--- src/inc/dss_params.svh ---
// register offsets, field positions, reset values and widths of the dsp socket
`ifndef DSS_PARAMS_SVH
`define DSS_PARAMS_SVH

// ****************************************************************
// register offsets (byte addresses on apb)
// ****************************************************************
`define DSS_OFF_CTRL      8'h00
`define DSS_OFF_SRC_LIMIT 8'h04
`define DSS_OFF_SNK_LIMIT 8'h08
`define DSS_OFF_IRQ_STAT  8'h0c
`define DSS_OFF_IRQ_MASK  8'h10
`define DSS_OFF_SNK_COUNT 8'h14
`define DSS_OFF_SRAM_STAT 8'h18
`define DSS_OFF_BUF_DATA  8'h1c
`define DSS_OFF_STEP_LSW  8'h20
`define DSS_OFF_STEP_MSW  8'h24
`define DSS_OFF_SNK_LSW   8'h28
`define DSS_OFF_SNK_MSW   8'h2c

// ****************************************************************
// field positions
// ****************************************************************
`define DSS_CTRL_START    0
`define DSS_CTRL_CONT     1
`define DSS_CTRL_CLEAR    2
`define DSS_CTRL_SNK_EN   3
`define DSS_CTRL_STEP     4
`define DSS_IRQ_LO        24
`define DSS_IRQ_HI        31
`define DSS_IRQ_SRC_DONE  0
`define DSS_IRQ_SNK_LIMIT 1
`define DSS_SRAM_CAL      0
`define DSS_SRAM_READY    1

// ****************************************************************
// reset values and widths
// ****************************************************************
`define DSS_SNK_EN_RESET  1'b1
`define DSS_DEF_WORD_W    32
`define DSS_CNT_W         16
`define DSS_SRAM_DATA_W   64
`define DSS_SRAM_ADDR_W   18
`define DSS_SRAM_LANE_W   8
`define DSS_DEF_BUF_DEPTH 16
`define DSS_DEF_BUF_AW    4
`define DSS_DEF_PADDR_W   12

`endif

--- src/inc/dss_pkg.sv ---
// types shared by the dsp socket design files
`default_nettype none
package dss_pkg;
  typedef logic [31:0] dss_word_t;
  typedef enum logic [2:0] {
    DSS_SRC_IDLE = 3'b001,
    DSS_SRC_RUN  = 3'b010,
    DSS_SRC_STEP = 3'b100
  } dss_src_state_t;
endpackage
`default_nettype wire

--- src/rtl/dss_word_ram.sv ---
// source word buffer: one write port, one registered read port
`default_nettype none
module dss_word_ram #(
  parameter int W     = 32,
  parameter int DEPTH = 16,
  parameter int AW    = 4
) (
  input  wire logic          pclk,
  input  wire logic          presetn,
  input  wire logic          wr_en,
  input  wire logic [AW-1:0] wr_addr,
  input  wire logic [W-1:0]  wr_data,
  input  wire logic          rd_en,
  input  wire logic [AW-1:0] rd_addr,
  output var  logic [W-1:0]  rd_data
);
  import dss_pkg::*;

  logic [W-1:0] mem [DEPTH];

  always_ff @(posedge pclk) begin
    if (wr_en) begin
      mem[wr_addr] <= wr_data;
    end
  end

  always_ff @(posedge pclk or negedge presetn) begin
    if (!presetn) begin
      rd_data <= '0;
    end else if (rd_en) begin
      rd_data <= mem[rd_addr];
    end
  end
endmodule
`default_nettype wire

--- src/rtl/dss_socket.sv ---
// dsp socket: stream source and sink ports, interrupts, sram user port, apb registers
//
// Added by the designer: the APB slave port and the placing of the registers.
`include "dss_params.svh"
`default_nettype none

// Functional notes
// after accept drops, source valid may stay high at most two more cycles; a single step raises valid for one cycle regardless of accept
// user logic should buffer source words and drive accept from not-full
// source and sink completions raise interrupt bits 24 to 31 by themselves; here source done sets bit 24 and sink limit sets bit 25 only
// source and sink words default to 32 bits
// source and sink widths are separate parameters: 8, 16, 32, 64 or 128
// user drives write word, address, write flag, strobe, lane mask, dll off
// command ready shows room; strobe only while ready; read words with valid
// calibration-done flag tells when sram transfers can be trusted
// sram commands and read data pass through a buffer adding read latency
// sram reachable only from user logic, never from the host bus
// single step: one register word, valid for one cycle; sink keeps last word
// read words return in command order, one valid strobe per word
module dss_socket #(
  parameter int SRC_W     = `DSS_DEF_WORD_W,
  parameter int SNK_W     = `DSS_DEF_WORD_W,
  parameter int BUF_DEPTH = `DSS_DEF_BUF_DEPTH,
  parameter int BUF_AW    = `DSS_DEF_BUF_AW,
  parameter int PADDR_W   = `DSS_DEF_PADDR_W
) (
  input  wire logic                        pclk,
  input  wire logic                        presetn,
  input  wire logic                        psel,
  input  wire logic                        penable,
  input  wire logic                        pwrite,
  input  wire logic [PADDR_W-1:0]          paddr,
  input  wire dss_pkg::dss_word_t          pwdata,
  output var  dss_pkg::dss_word_t          prdata,
  output var  logic                        pready,
  output var  logic                        pslverr,
  output var  logic                        irq,
  output var  logic [SRC_W-1:0]            data_source,
  output var  logic                        valid_source,
  input  wire logic                        rfd_source,
  input  wire logic [SNK_W-1:0]            data_sink,
  input  wire logic                        valid_sink,
  output var  logic                        rfd_sink,
  input  wire logic [`DSS_SRAM_DATA_W-1:0] wr_word,
  input  wire logic [`DSS_SRAM_ADDR_W-1:0] word_addr,
  input  wire logic                        wr_sel,
  input  wire logic                        cmd_strobe,
  input  wire logic [`DSS_SRAM_LANE_W-1:0] lane_mask,
  input  wire logic                        dll_off,
  output var  logic [`DSS_SRAM_DATA_W-1:0] rd_word,
  output var  logic                        rd_valid,
  output var  logic                        cmd_ready,
  output var  logic                        cal_done,
  output var  logic                        mem_cmd_valid,
  input  wire logic                        mem_cmd_ready,
  output var  logic [`DSS_SRAM_DATA_W-1:0] mem_wr_word,
  output var  logic [`DSS_SRAM_ADDR_W-1:0] mem_word_addr,
  output var  logic                        mem_wr_sel,
  output var  logic [`DSS_SRAM_LANE_W-1:0] mem_lane_mask,
  output var  logic                        mem_dll_off,
  input  wire logic [`DSS_SRAM_DATA_W-1:0] mem_rd_word,
  input  wire logic                        mem_rd_valid,
  input  wire logic                        mem_trained
);
  import dss_pkg::*;

  localparam int IRQ_W = `DSS_IRQ_HI - `DSS_IRQ_LO + 1;

  typedef struct packed {
    logic                        pready;
    dss_word_t                   prdata;
    logic                        pslverr;
    dss_src_state_t              src_state;
    logic                        cont;
    logic                        step_mode;
    logic                        snk_en;
    logic [`DSS_CNT_W-1:0]       src_limit;
    logic [`DSS_CNT_W-1:0]       src_count;
    logic [`DSS_CNT_W-1:0]       snk_limit;
    logic [`DSS_CNT_W-1:0]       snk_count;
    logic [BUF_AW-1:0]           wr_ptr;
    logic                        s1_vld;
    logic [63:0]                 step_word;
    logic [SRC_W-1:0]            data_source;
    logic                        valid_source;
    logic [SNK_W-1:0]            snk_last;
    logic                        rfd_sink;
    logic [IRQ_W-1:0]            irq_stat;
    logic [IRQ_W-1:0]            irq_mask;
    logic                        irq;
    logic                        hold_vld;
    logic [`DSS_SRAM_DATA_W-1:0] hold_word;
    logic [`DSS_SRAM_ADDR_W-1:0] hold_addr;
    logic                        hold_wr;
    logic [`DSS_SRAM_LANE_W-1:0] hold_lane;
    logic                        dll_off;
    logic                        cmd_ready;
    logic                        rd_valid;
    logic [`DSS_SRAM_DATA_W-1:0] rd_word;
    logic                        cal_done;
  } dss_state_t;

  dss_state_t       st;
  dss_state_t       next_st;
  logic             buf_wr;
  logic             src_issue;
  logic             src_last;
  logic [SRC_W-1:0] buf_rd_data;

  // ****************************************************************
  // helpers
  // ****************************************************************
  // the 64-bit step word is repeated so any width from 8 to 128 is filled
  function automatic logic [SRC_W-1:0] fit_src(input logic [63:0] w);
    logic [127:0] r;
    r = {w, w};
    return r[SRC_W-1:0];
  endfunction

  dss_word_ram #(
    .W     (SRC_W),
    .DEPTH (BUF_DEPTH),
    .AW    (BUF_AW)
  ) u_buf (
    .pclk    (pclk),
    .presetn (presetn),
    .wr_en   (buf_wr),
    .wr_addr (st.wr_ptr),
    .wr_data (fit_src(st.step_word)),
    .rd_en   (src_issue),
    .rd_addr (st.src_count[BUF_AW-1:0]),
    .rd_data (buf_rd_data)
  );

  // ****************************************************************
  // next state
  // ****************************************************************
  always_comb begin
    logic          wr_acc;
    logic          hi_zero;
    logic [127:0]  snk_ext;
    logic          snk_last_hit;
    wr_acc       = psel && penable && st.pready && pwrite;
    hi_zero      = (paddr[PADDR_W-1:8] == '0);
    snk_ext      = '0;
    snk_ext[SNK_W-1:0] = st.snk_last;
    snk_last_hit = 1'b0;
    next_st      = st;
    buf_wr       = 1'b0;
    src_issue    = (st.src_state == DSS_SRC_RUN) && rfd_source;
    src_last     = 1'b0;

    // apb: zero wait state, answer prepared in the setup cycle
    next_st.pready  = psel && !penable;
    next_st.pslverr = 1'b0;
    if (psel && !penable) begin
      next_st.prdata = '0;
      if (!hi_zero) begin
        next_st.pslverr = 1'b1;
      end else begin
        case (paddr[7:0])
          `DSS_OFF_CTRL: begin
            next_st.prdata[`DSS_CTRL_START]  = (st.src_state != DSS_SRC_IDLE);
            next_st.prdata[`DSS_CTRL_CONT]   = st.cont;
            next_st.prdata[`DSS_CTRL_SNK_EN] = st.snk_en;
            next_st.prdata[`DSS_CTRL_STEP]   = st.step_mode;
          end
          `DSS_OFF_SRC_LIMIT: next_st.prdata[`DSS_CNT_W-1:0] = st.src_limit;
          `DSS_OFF_SNK_LIMIT: next_st.prdata[`DSS_CNT_W-1:0] = st.snk_limit;
          `DSS_OFF_IRQ_STAT:  next_st.prdata[`DSS_IRQ_HI:`DSS_IRQ_LO] = st.irq_stat;
          `DSS_OFF_IRQ_MASK:  next_st.prdata[`DSS_IRQ_HI:`DSS_IRQ_LO] = st.irq_mask;
          `DSS_OFF_SNK_COUNT: next_st.prdata[`DSS_CNT_W-1:0] = st.snk_count;
          `DSS_OFF_SRAM_STAT: begin
            next_st.prdata[`DSS_SRAM_CAL]   = st.cal_done;
            next_st.prdata[`DSS_SRAM_READY] = st.cmd_ready;
          end
          `DSS_OFF_BUF_DATA:  next_st.prdata = '0;
          `DSS_OFF_STEP_LSW:  next_st.prdata = st.step_word[31:0];
          `DSS_OFF_STEP_MSW:  next_st.prdata = st.step_word[63:32];
          `DSS_OFF_SNK_LSW:   next_st.prdata = snk_ext[31:0];
          `DSS_OFF_SNK_MSW:   next_st.prdata = snk_ext[63:32];
          default:            next_st.pslverr = 1'b1;
        endcase
      end
    end

    // ****************************************************************
    // data source
    // ****************************************************************
    // two-stage pipe (buffer read, output register) gives the two-cycle tail
    next_st.s1_vld       = src_issue;
    next_st.valid_source = st.s1_vld;
    if (st.s1_vld) begin
      next_st.data_source = buf_rd_data;
    end
    case (st.src_state)
      DSS_SRC_IDLE: begin
      end
      DSS_SRC_RUN: begin
        if (src_issue) begin
          next_st.src_count = st.src_count + `DSS_CNT_W'(1);
          if (st.src_count + `DSS_CNT_W'(1) >= st.src_limit) begin
            src_last          = 1'b1;
            next_st.src_count = '0;
            if (!st.cont) begin
              next_st.src_state = DSS_SRC_IDLE;
            end
          end
        end
      end
      DSS_SRC_STEP: begin
        next_st.data_source  = fit_src(st.step_word);
        next_st.valid_source = 1'b1;
        next_st.src_state    = DSS_SRC_IDLE;
      end
      default: next_st.src_state = DSS_SRC_IDLE;
    endcase

    // ****************************************************************
    // data sink
    // ****************************************************************
    if (valid_sink && st.rfd_sink) begin
      next_st.snk_last  = data_sink;
      next_st.snk_count = st.snk_count + `DSS_CNT_W'(1);
      if (st.snk_limit != '0 && st.snk_count + `DSS_CNT_W'(1) >= st.snk_limit) begin
        snk_last_hit      = 1'b1;
        next_st.snk_count = '0;
      end
    end

    // ****************************************************************
    // register writes
    // ****************************************************************
    if (wr_acc && hi_zero) begin
      case (paddr[7:0])
        `DSS_OFF_CTRL: begin
          next_st.cont      = pwdata[`DSS_CTRL_CONT];
          next_st.step_mode = pwdata[`DSS_CTRL_STEP];
          next_st.snk_en    = pwdata[`DSS_CTRL_SNK_EN];
          if (pwdata[`DSS_CTRL_START]) begin
            next_st.src_count = '0;
            next_st.src_state = pwdata[`DSS_CTRL_STEP] ? DSS_SRC_STEP : DSS_SRC_RUN;
          end
          if (pwdata[`DSS_CTRL_CLEAR]) begin
            next_st.snk_count = '0;
            next_st.snk_last  = '0;
            next_st.src_state = DSS_SRC_IDLE;
          end
        end
        `DSS_OFF_SRC_LIMIT: next_st.src_limit = pwdata[`DSS_CNT_W-1:0];
        `DSS_OFF_SNK_LIMIT: next_st.snk_limit = pwdata[`DSS_CNT_W-1:0];
        `DSS_OFF_IRQ_STAT:  next_st.irq_stat  = st.irq_stat & ~pwdata[`DSS_IRQ_HI:`DSS_IRQ_LO];
        `DSS_OFF_IRQ_MASK:  next_st.irq_mask  = pwdata[`DSS_IRQ_HI:`DSS_IRQ_LO];
        `DSS_OFF_BUF_DATA: begin
          // the step word registers stage the buffer entry
          buf_wr         = 1'b1;
          next_st.wr_ptr = st.wr_ptr + BUF_AW'(1);
        end
        `DSS_OFF_STEP_LSW:  next_st.step_word[31:0]  = pwdata;
        `DSS_OFF_STEP_MSW:  next_st.step_word[63:32] = pwdata;
        default: begin
        end
      endcase
    end

    // set after the clear so an event in the clearing cycle survives
    if (src_last) begin
      next_st.irq_stat[`DSS_IRQ_SRC_DONE] = 1'b1;
    end
    if (snk_last_hit) begin
      next_st.irq_stat[`DSS_IRQ_SNK_LIMIT] = 1'b1;
    end
    next_st.irq      = |(next_st.irq_stat & next_st.irq_mask);
    next_st.rfd_sink = next_st.snk_en;

    // ****************************************************************
    // sram user port (no path from the apb side by design)
    // ****************************************************************

    if (st.hold_vld && mem_cmd_ready) begin
      next_st.hold_vld = 1'b0;
    end
    if (cmd_strobe && st.cmd_ready) begin
      next_st.hold_vld  = 1'b1;
      next_st.hold_word = wr_word;
      next_st.hold_addr = word_addr;
      next_st.hold_wr   = wr_sel;
      next_st.hold_lane = lane_mask;
    end
    next_st.cmd_ready = !next_st.hold_vld;
    next_st.dll_off   = dll_off;
    next_st.rd_valid  = mem_rd_valid;
    if (mem_rd_valid) begin
      next_st.rd_word = mem_rd_word;
    end
    next_st.cal_done = mem_trained;
  end

  // ****************************************************************
  // state register
  // ****************************************************************
  always_ff @(posedge pclk or negedge presetn) begin
    if (!presetn) begin
      st           <= '0;
      st.src_state <= DSS_SRC_IDLE;
      st.snk_en    <= `DSS_SNK_EN_RESET;
      st.rfd_sink  <= `DSS_SNK_EN_RESET;
    end else begin
      st <= next_st;
    end
  end

  assign prdata        = st.prdata;
  assign pready        = st.pready;
  assign pslverr       = st.pslverr;
  assign irq           = st.irq;
  assign data_source   = st.data_source;
  assign valid_source  = st.valid_source;
  assign rfd_sink      = st.rfd_sink;
  assign rd_word       = st.rd_word;
  assign rd_valid      = st.rd_valid;
  assign cmd_ready     = st.cmd_ready;
  assign cal_done      = st.cal_done;
  assign mem_cmd_valid = st.hold_vld;
  assign mem_wr_word   = st.hold_word;
  assign mem_word_addr = st.hold_addr;
  assign mem_wr_sel    = st.hold_wr;
  assign mem_lane_mask = st.hold_lane;
  assign mem_dll_off   = st.dll_off;
endmodule
`default_nettype wire

--- config.mk ---
export PLATFORM = sky130hd
export DESIGN_NAME = dss_socket
export DESIGN_NICKNAME = d
export VERILOG_FILES = /design/src/inc/dss_pkg.sv /design/src/rtl/dss_word_ram.sv /design/src/rtl/dss_socket.sv
export VERILOG_INCLUDE_DIRS = /design/src /design/src/inc
export SDC_FILE = /design/constraint.sdc
export NUM_CORES = 1
export LEC_CHECK = 0
export BUFFER_PORTS_ARGS = -buffer_cell sky130_fd_sc_hd__buf_2
export CAP_MARGIN = 20
export CORE_UTILIZATION = 36
export CTS_BUF_LIST = sky130_fd_sc_hd__clkbuf_2
export CTS_CLUSTER_DIAMETER = 40
export DETAILED_ROUTE_END_ITERATION = 8
export GPL_TIMING_DRIVEN = 0
export PLACE_DENSITY = 0.6
export SLEW_MARGIN = 20
export SYNTH_ARGS = -nofsm -noshare
export SYNTH_HDL_FRONTEND = slang
export SYNTH_SLANG_ARGS = --single-unit
--- constraint.sdc ---
create_clock -name pclk -period 4.5 [get_ports pclk]
set_input_delay 0.675 -clock pclk [delete_from_list [all_inputs] [get_ports pclk]]
set_output_delay 0.675 -clock pclk [all_outputs]
set_load 0.01 [all_outputs]
**Word level (Yosys, flattened, before mapping)**

Memory sizes are Yosys's and may differ from the RTL's. A register that Yosys moved wholly into a read port is not among the register bits.
Cells that the tools add are included.

- Reduce and logical (&&, ||, !) cells: 25
- Div/mod/pow operators: 0
- Order comparisons: 2
- Mux-type cells: 53
- $add $sub $neg: 3
- Equality and inequality tests: 15
- Bitwise operators: 3
- Multiply operators: 0
- Shift-type cells: 0

Operators by type and width:

| operator | count |
|---|---|
| 16-bit 2-to-1 mux | 12 |
| 32-bit 2-to-1 mux | 6 |
| 92-bit 2-to-1 mux | 1 |
| 74-bit 2-to-1 mux | 1 |
| 11-bit one-hot mux with 6 select lines | 1 |
| 8-bit one-hot mux with 5 select lines | 1 |
| 33-bit 2-to-1 mux | 1 |
| 16-bit by 1-bit adder with 16-bit output (second input constant) | 2 |
| 8-bit by 5-bit == test with 1-bit output (second input constant) | 4 |
| 8-bit by 6-bit == test with 1-bit output (second input constant) | 4 |
| 16-bit >= comparator | 2 |
| 8-bit one-hot mux with 3 select lines | 1 |
| 3-bit 2-to-1 mux | 6 |
| 8-bit bitwise AND | 2 |
| 8-bit by 4-bit == test with 1-bit output (second input constant) | 2 |
| 8-bit 2-to-1 mux | 2 |
| 2-bit one-hot mux with 8 select lines | 1 |
| 16-bit nonzero test | 1 |
| 1-bit 2-to-1 mux | 15 |
| 2-bit one-hot mux with 7 select lines | 1 |
| 2-bit AND reduction | 6 |
| 12-bit OR reduction | 1 |
| 1-bit logical AND | 10 |
| 8-bit by 3-bit == test with 1-bit output (second input constant) | 1 |
| 15 further kinds | 17 |

- Memories kept: 1
- Bits in read-only memories: 0
- Memory bits (writable): 512
- Output and inout port bits: 229
- Input bits: 243
- Logic and storage cells: 133
- Latch bits: 0
- Flip-flop bits (word level): 415

Memories:

| name | depth | bits a word | rd ports | clocked after Yosys merged registers in | wr ports | line | text |
|---|---|---|---|---|---|---|---|
| u_buf.mem | 16 | 32 | 1 | 1 | 1 | dss_word_ram.sv:19 | `logic [W-1:0] mem [DEPTH];` |

**Depth between registers and ports, before layout**

- Word-level depth: 9
- Gate-level depth with buffers: 14
- Depth with buffers taken out: 13

**By module**

Synthesis repeated with hierarchy kept, for this count alone.

- Cells, all modules: 2605
- Area total of the unflattened synthesis: 40565.2 um2

Modules (own cells, without submodules):

| module | area an instance (um2) | sequential area each (um2) | cells each | times used |
|---|---|---|---|---|
| dss_word_ram | 20788.7 | 16175.5 | 876 | 1 |
| dss_socket | 19776.5 | 10387.5 | 1729 | 1 |

**Worst setup path after synthesis**

No wires, ideal clock.

- Path type: in2reg
- Start: in paddr[2]
- End: mem u_buf.mem[0][0], enable pin
- Setup slack: -0.864 ns
- Data required time: 3.998 ns
- Stages on the path: 5
- Data arrival time: 4.863 ns
- Buffers on the path: 1
- Setup time: 0.502 ns
- Path through: clkbuf_1 nand2_1 or3_1 or3_1 nor4_1

- Cells in the longest elaborated chain, start to end: 5

Ends and longest elaborated chain:

| item | line | text |
|---|---|---|
| start: declaration | dss_socket.sv:32 | `input wire logic [PADDR_W-1:0] paddr,` |
| 8-bit by 5-bit == test with 1-bit output | dss_socket.sv:235 | `case (paddr[7:0])` |
| 1-bit 2-to-1 mux | dss_socket.sv:235 |  |
| 1-bit 2-to-1 mux | dss_socket.sv:234 | `if (wr_acc && hi_zero) begin` |
| 1-bit 2-to-1 mux | dss_word_ram.sv:22 | `if (wr_en) begin` |
| 1-bit 2-to-1 mux (not written as such) | dss_word_ram.sv:23 | `mem[wr_addr] <= wr_data;` |
| end: declaration | dss_word_ram.sv:19 |  |

Every way passes these cells.

==> run summary <==
Mapped Avg Cell Area: 15.43 um^2
starting density of the core: 36.36%
clk_lat worst skew: 1450 ps
Async SR Flop Fraction: 46.61%
maxcap violations: 0
DRT Wirelength: 119300 um
WHS Path Cells: 4
most frequent cell after synthesis: edfxtp_1
number of global-route vias before repair: 29.09k
share of layout cells above drive strength 1: 39.50%
max-slew violations: 0
CTS Buf Count: 277
Hold Crit Class: input pin to flip-flop
max incr delay on CP: 620 ps
first-pass GRT wire length: 177800 um
vias per cell: 4.905
finished layout cell area: 52990 um^2
Post-synth EDFFs: 512
dpl cell area: 45410 um^2
post-synth cell types: 67
endpoints failing hold: 0
crit path cell chain: clkbuf_1, clkbuf_2, clkbuf_1, nand3_1, xnor2_1, ha_1, a2111o_1, a311o_1, a41oi_1, o21ai_1, nor2_1
Cell Pwr Density: 333.8 nW/um^2
Worst-path clk slew: 90 ps
WP buf/inv: 3
die area: 113400 um^2
remaining antenna violation count: 0
RR Startpoint: st[345]$_DFF_PN0_
Leak Pwr: 0.02376 uW
largest net degree at the start of global routing: 94
CP Max Fanout: 10
Seq cells post-synth: 959
Worst Tran Pin Value: 1117 ps
die height: 336.8 um
GRT Total Usage: 21.01%
Yosys warnings: 0
Post-synth top cells: 512 x edfxtp_1, 445 x dfrtp_1, 292 x nand2_1, 226 x mux2_2, 219 x buf_4
crit path max-delay cell type: a41oi_1
min Tclk post-route: 4299 ps
Main synth FF type: edfxtp_1
Root Buffer: clkbuf_2
die extent in x: 336.8 um
Top cell by count, worst path: clkbuf_1
Max-Slew Margin vs Limit: 25.54%
VDD IR max: 0.2100 mV
vias: 27.54k
hold path start: pwdata[12]
RSZ-0062 raised after global routing: no
CP required: 5790 ps
Pre-antenna DRT Iters: 7
Setup CP Type: flip-flop to flip-flop
synthesized net count: 2896
Clock Skews: 176.4 ps
Yosys top cell area share: 38.10%
worst reg2reg path depth: 11
fmax: 232.6 MHz
htree depth: 5
status: complete, no violations
FILL cells: 9858
Netlist Area Pre-Place: 40350 um^2
critical path capture point type: flip-flop
gp weighted congestion: 0.8695
remaining global-route overflow: 0
Starting DRT DRC Count: 1967
synthesis-to-finish area growth: 31.31%
setup_tns: 0 ps
Worst R2R Setup Slack: 200 ps
element type at the critical path start: flip-flop
PortBufs: 470
initial antenna violation count: 5
post-synthesis sequential area ratio: 65.83%
clock sink count: 959
Ports: 472
period utilization: 95.53%
drc violations: 0
Avg WL per Cell: 21.25 um
# setup viols final: 0
post-CTS setup buffers: 0
core area: 111000 um^2
Max clock buf depth: 4
Worst Hold End: st[372]$_DFFE_PN0P_
Nets: 4225
Rows: 122
CP delay by family, top: compound AO/OA/AOI/OAI gates
CTS tree: yes
worst flop-to-flop path endpoint: st[346]$_DFF_PN0_
cells after synthesis: 2615
DP HPWL: 81110 um
CP arrival: 5590 ps
Area contributors post-synth: edfxtp_1 38%, dfrtp_1 28%, mux4_2 8.9%, mux2_2 6.3%, buf_4 4.1%
area leader, netlist: edfxtp_1
-- per-stage QoR --
step	hold WS, ps	total power [uW]	setup WS (ps)	utilization (%)	instances
floorplan	379.4	10480	-864.4	-	2615
finish	239.6	17690	201.0	47.75	5615
CTS	6.336	17880	158.6	47.74	5610
global route	85.93	18480	50.38	47.75	5614
global placement	464.7	11110	-7240	40.16	4573
detailed placement	464.3	11140	-433.6	40.92	4636
-- tightest hold or removal path, cell delays in order --
cell	delay, ps
dlygate4sd3_1	510
buf_2	170
nand2_1	60
o21ai_0	60
-- worst max path at each step --
stage | startpoint | end | slack (ps) | cells past startpoint
after CTS | st[345]$_DFF_PN0_ | st[346]$_DFF_PN0_ | 160 | 11
after global placement | presetn | prdata[22]$_DFFE_PN0P_ | -7240 | 1
after detailed placement | st[344]$_DFF_PN0_ | st[348]$_DFF_PN0_ | -430 | 11
after floorplan | paddr[2] | u_buf.mem[0][0]$_DFFE_PP_ | -860 | 5
final | st[345]$_DFF_PN0_ | st[346]$_DFF_PN0_ | 200 | 11
after global routing | st[345]$_DFF_PN0_ | st[346]$_DFF_PN0_ | 50 | 11
-- layout by cell type (no fill, tap or decap), drive strengths merged, types with 17 or more instances in the layout --
cell type	instances
nor3	27
a22o	47
mux2i	35
nand2	292
a22oi	28
nor2	38
ha	38
xor2	18
buf	781
edfxtp	512
a21oi	49
mux4	160
inv	62
clkbuf	501
nand3	29
xnor2	27
dlygate4sd3	516
a222oi	17
o21ai	101
mux2	231
dfrtp	445
clkinv	38
-- cell families after synthesis --
group	count (synthesis)	share of synthesized area (%)
fa+ha+maj	38	1.178
compound gates	279	4.567
xor+xnor	45	0.9767
buf+inv	399	5.829
simple gates	469	5.380
mux	426	16.24
flops	959	65.83
-- layout make-up --
cell class / count / area (um^2) / share of cell area [%]
inverters: 54 / 202.7 / 0.3825
repair buffers: 1050 / 8292 / 15.65
plain buffers: 345 / 2166 / 4.087
multi-input cells: 1257 / 11520 / 21.75
clock buffers: 404 / 2022 / 3.816
well taps: 1488 / 1862 / 3.514
flip-flops and latches: 959 / 26560 / 50.13
diodes: 5 / 12.51 / 0.02361
clock inverters: 53 / 345.3 / 0.6517
-- metal layers --
metal | vias to the layer above | routed length, um | track usage (%)
met4 | 0 | 3532 | 8.221
met2 | 973 | 57720 | 33.78
met1 | 13980 | 50810 | 27.83
li1 | 12350 | - | -
met5 | - | 0 | 0
met3 | 242 | 7241 | 4.411
-- sequential cells by signal (all words and copies together), names as in the netlist, 8 cells and up --
register,flops
st,186
mem_wr_word,64
mem_lane_mask,8
rd_word,64
mem_word_addr,18
u_buf.rd_data,32
u_buf.mem,512
data_source,32
prdata,32
-- where the power goes --
part | internal (uW) | switching (uW)
Clock | 2660 | 3680
Combinational | 1060 | 728
Sequential | 9420 | 151
Total | 13100 | 4560
-- what timing repair did --
action | CTS | global route
endpoints found under the setup margin | 20 | 0
hold buffers | 517 | 0
endpoints found under the hold margin | 605 | 0
gates resized for setup | 4 | 0
(Power assumes the default switching activity.)
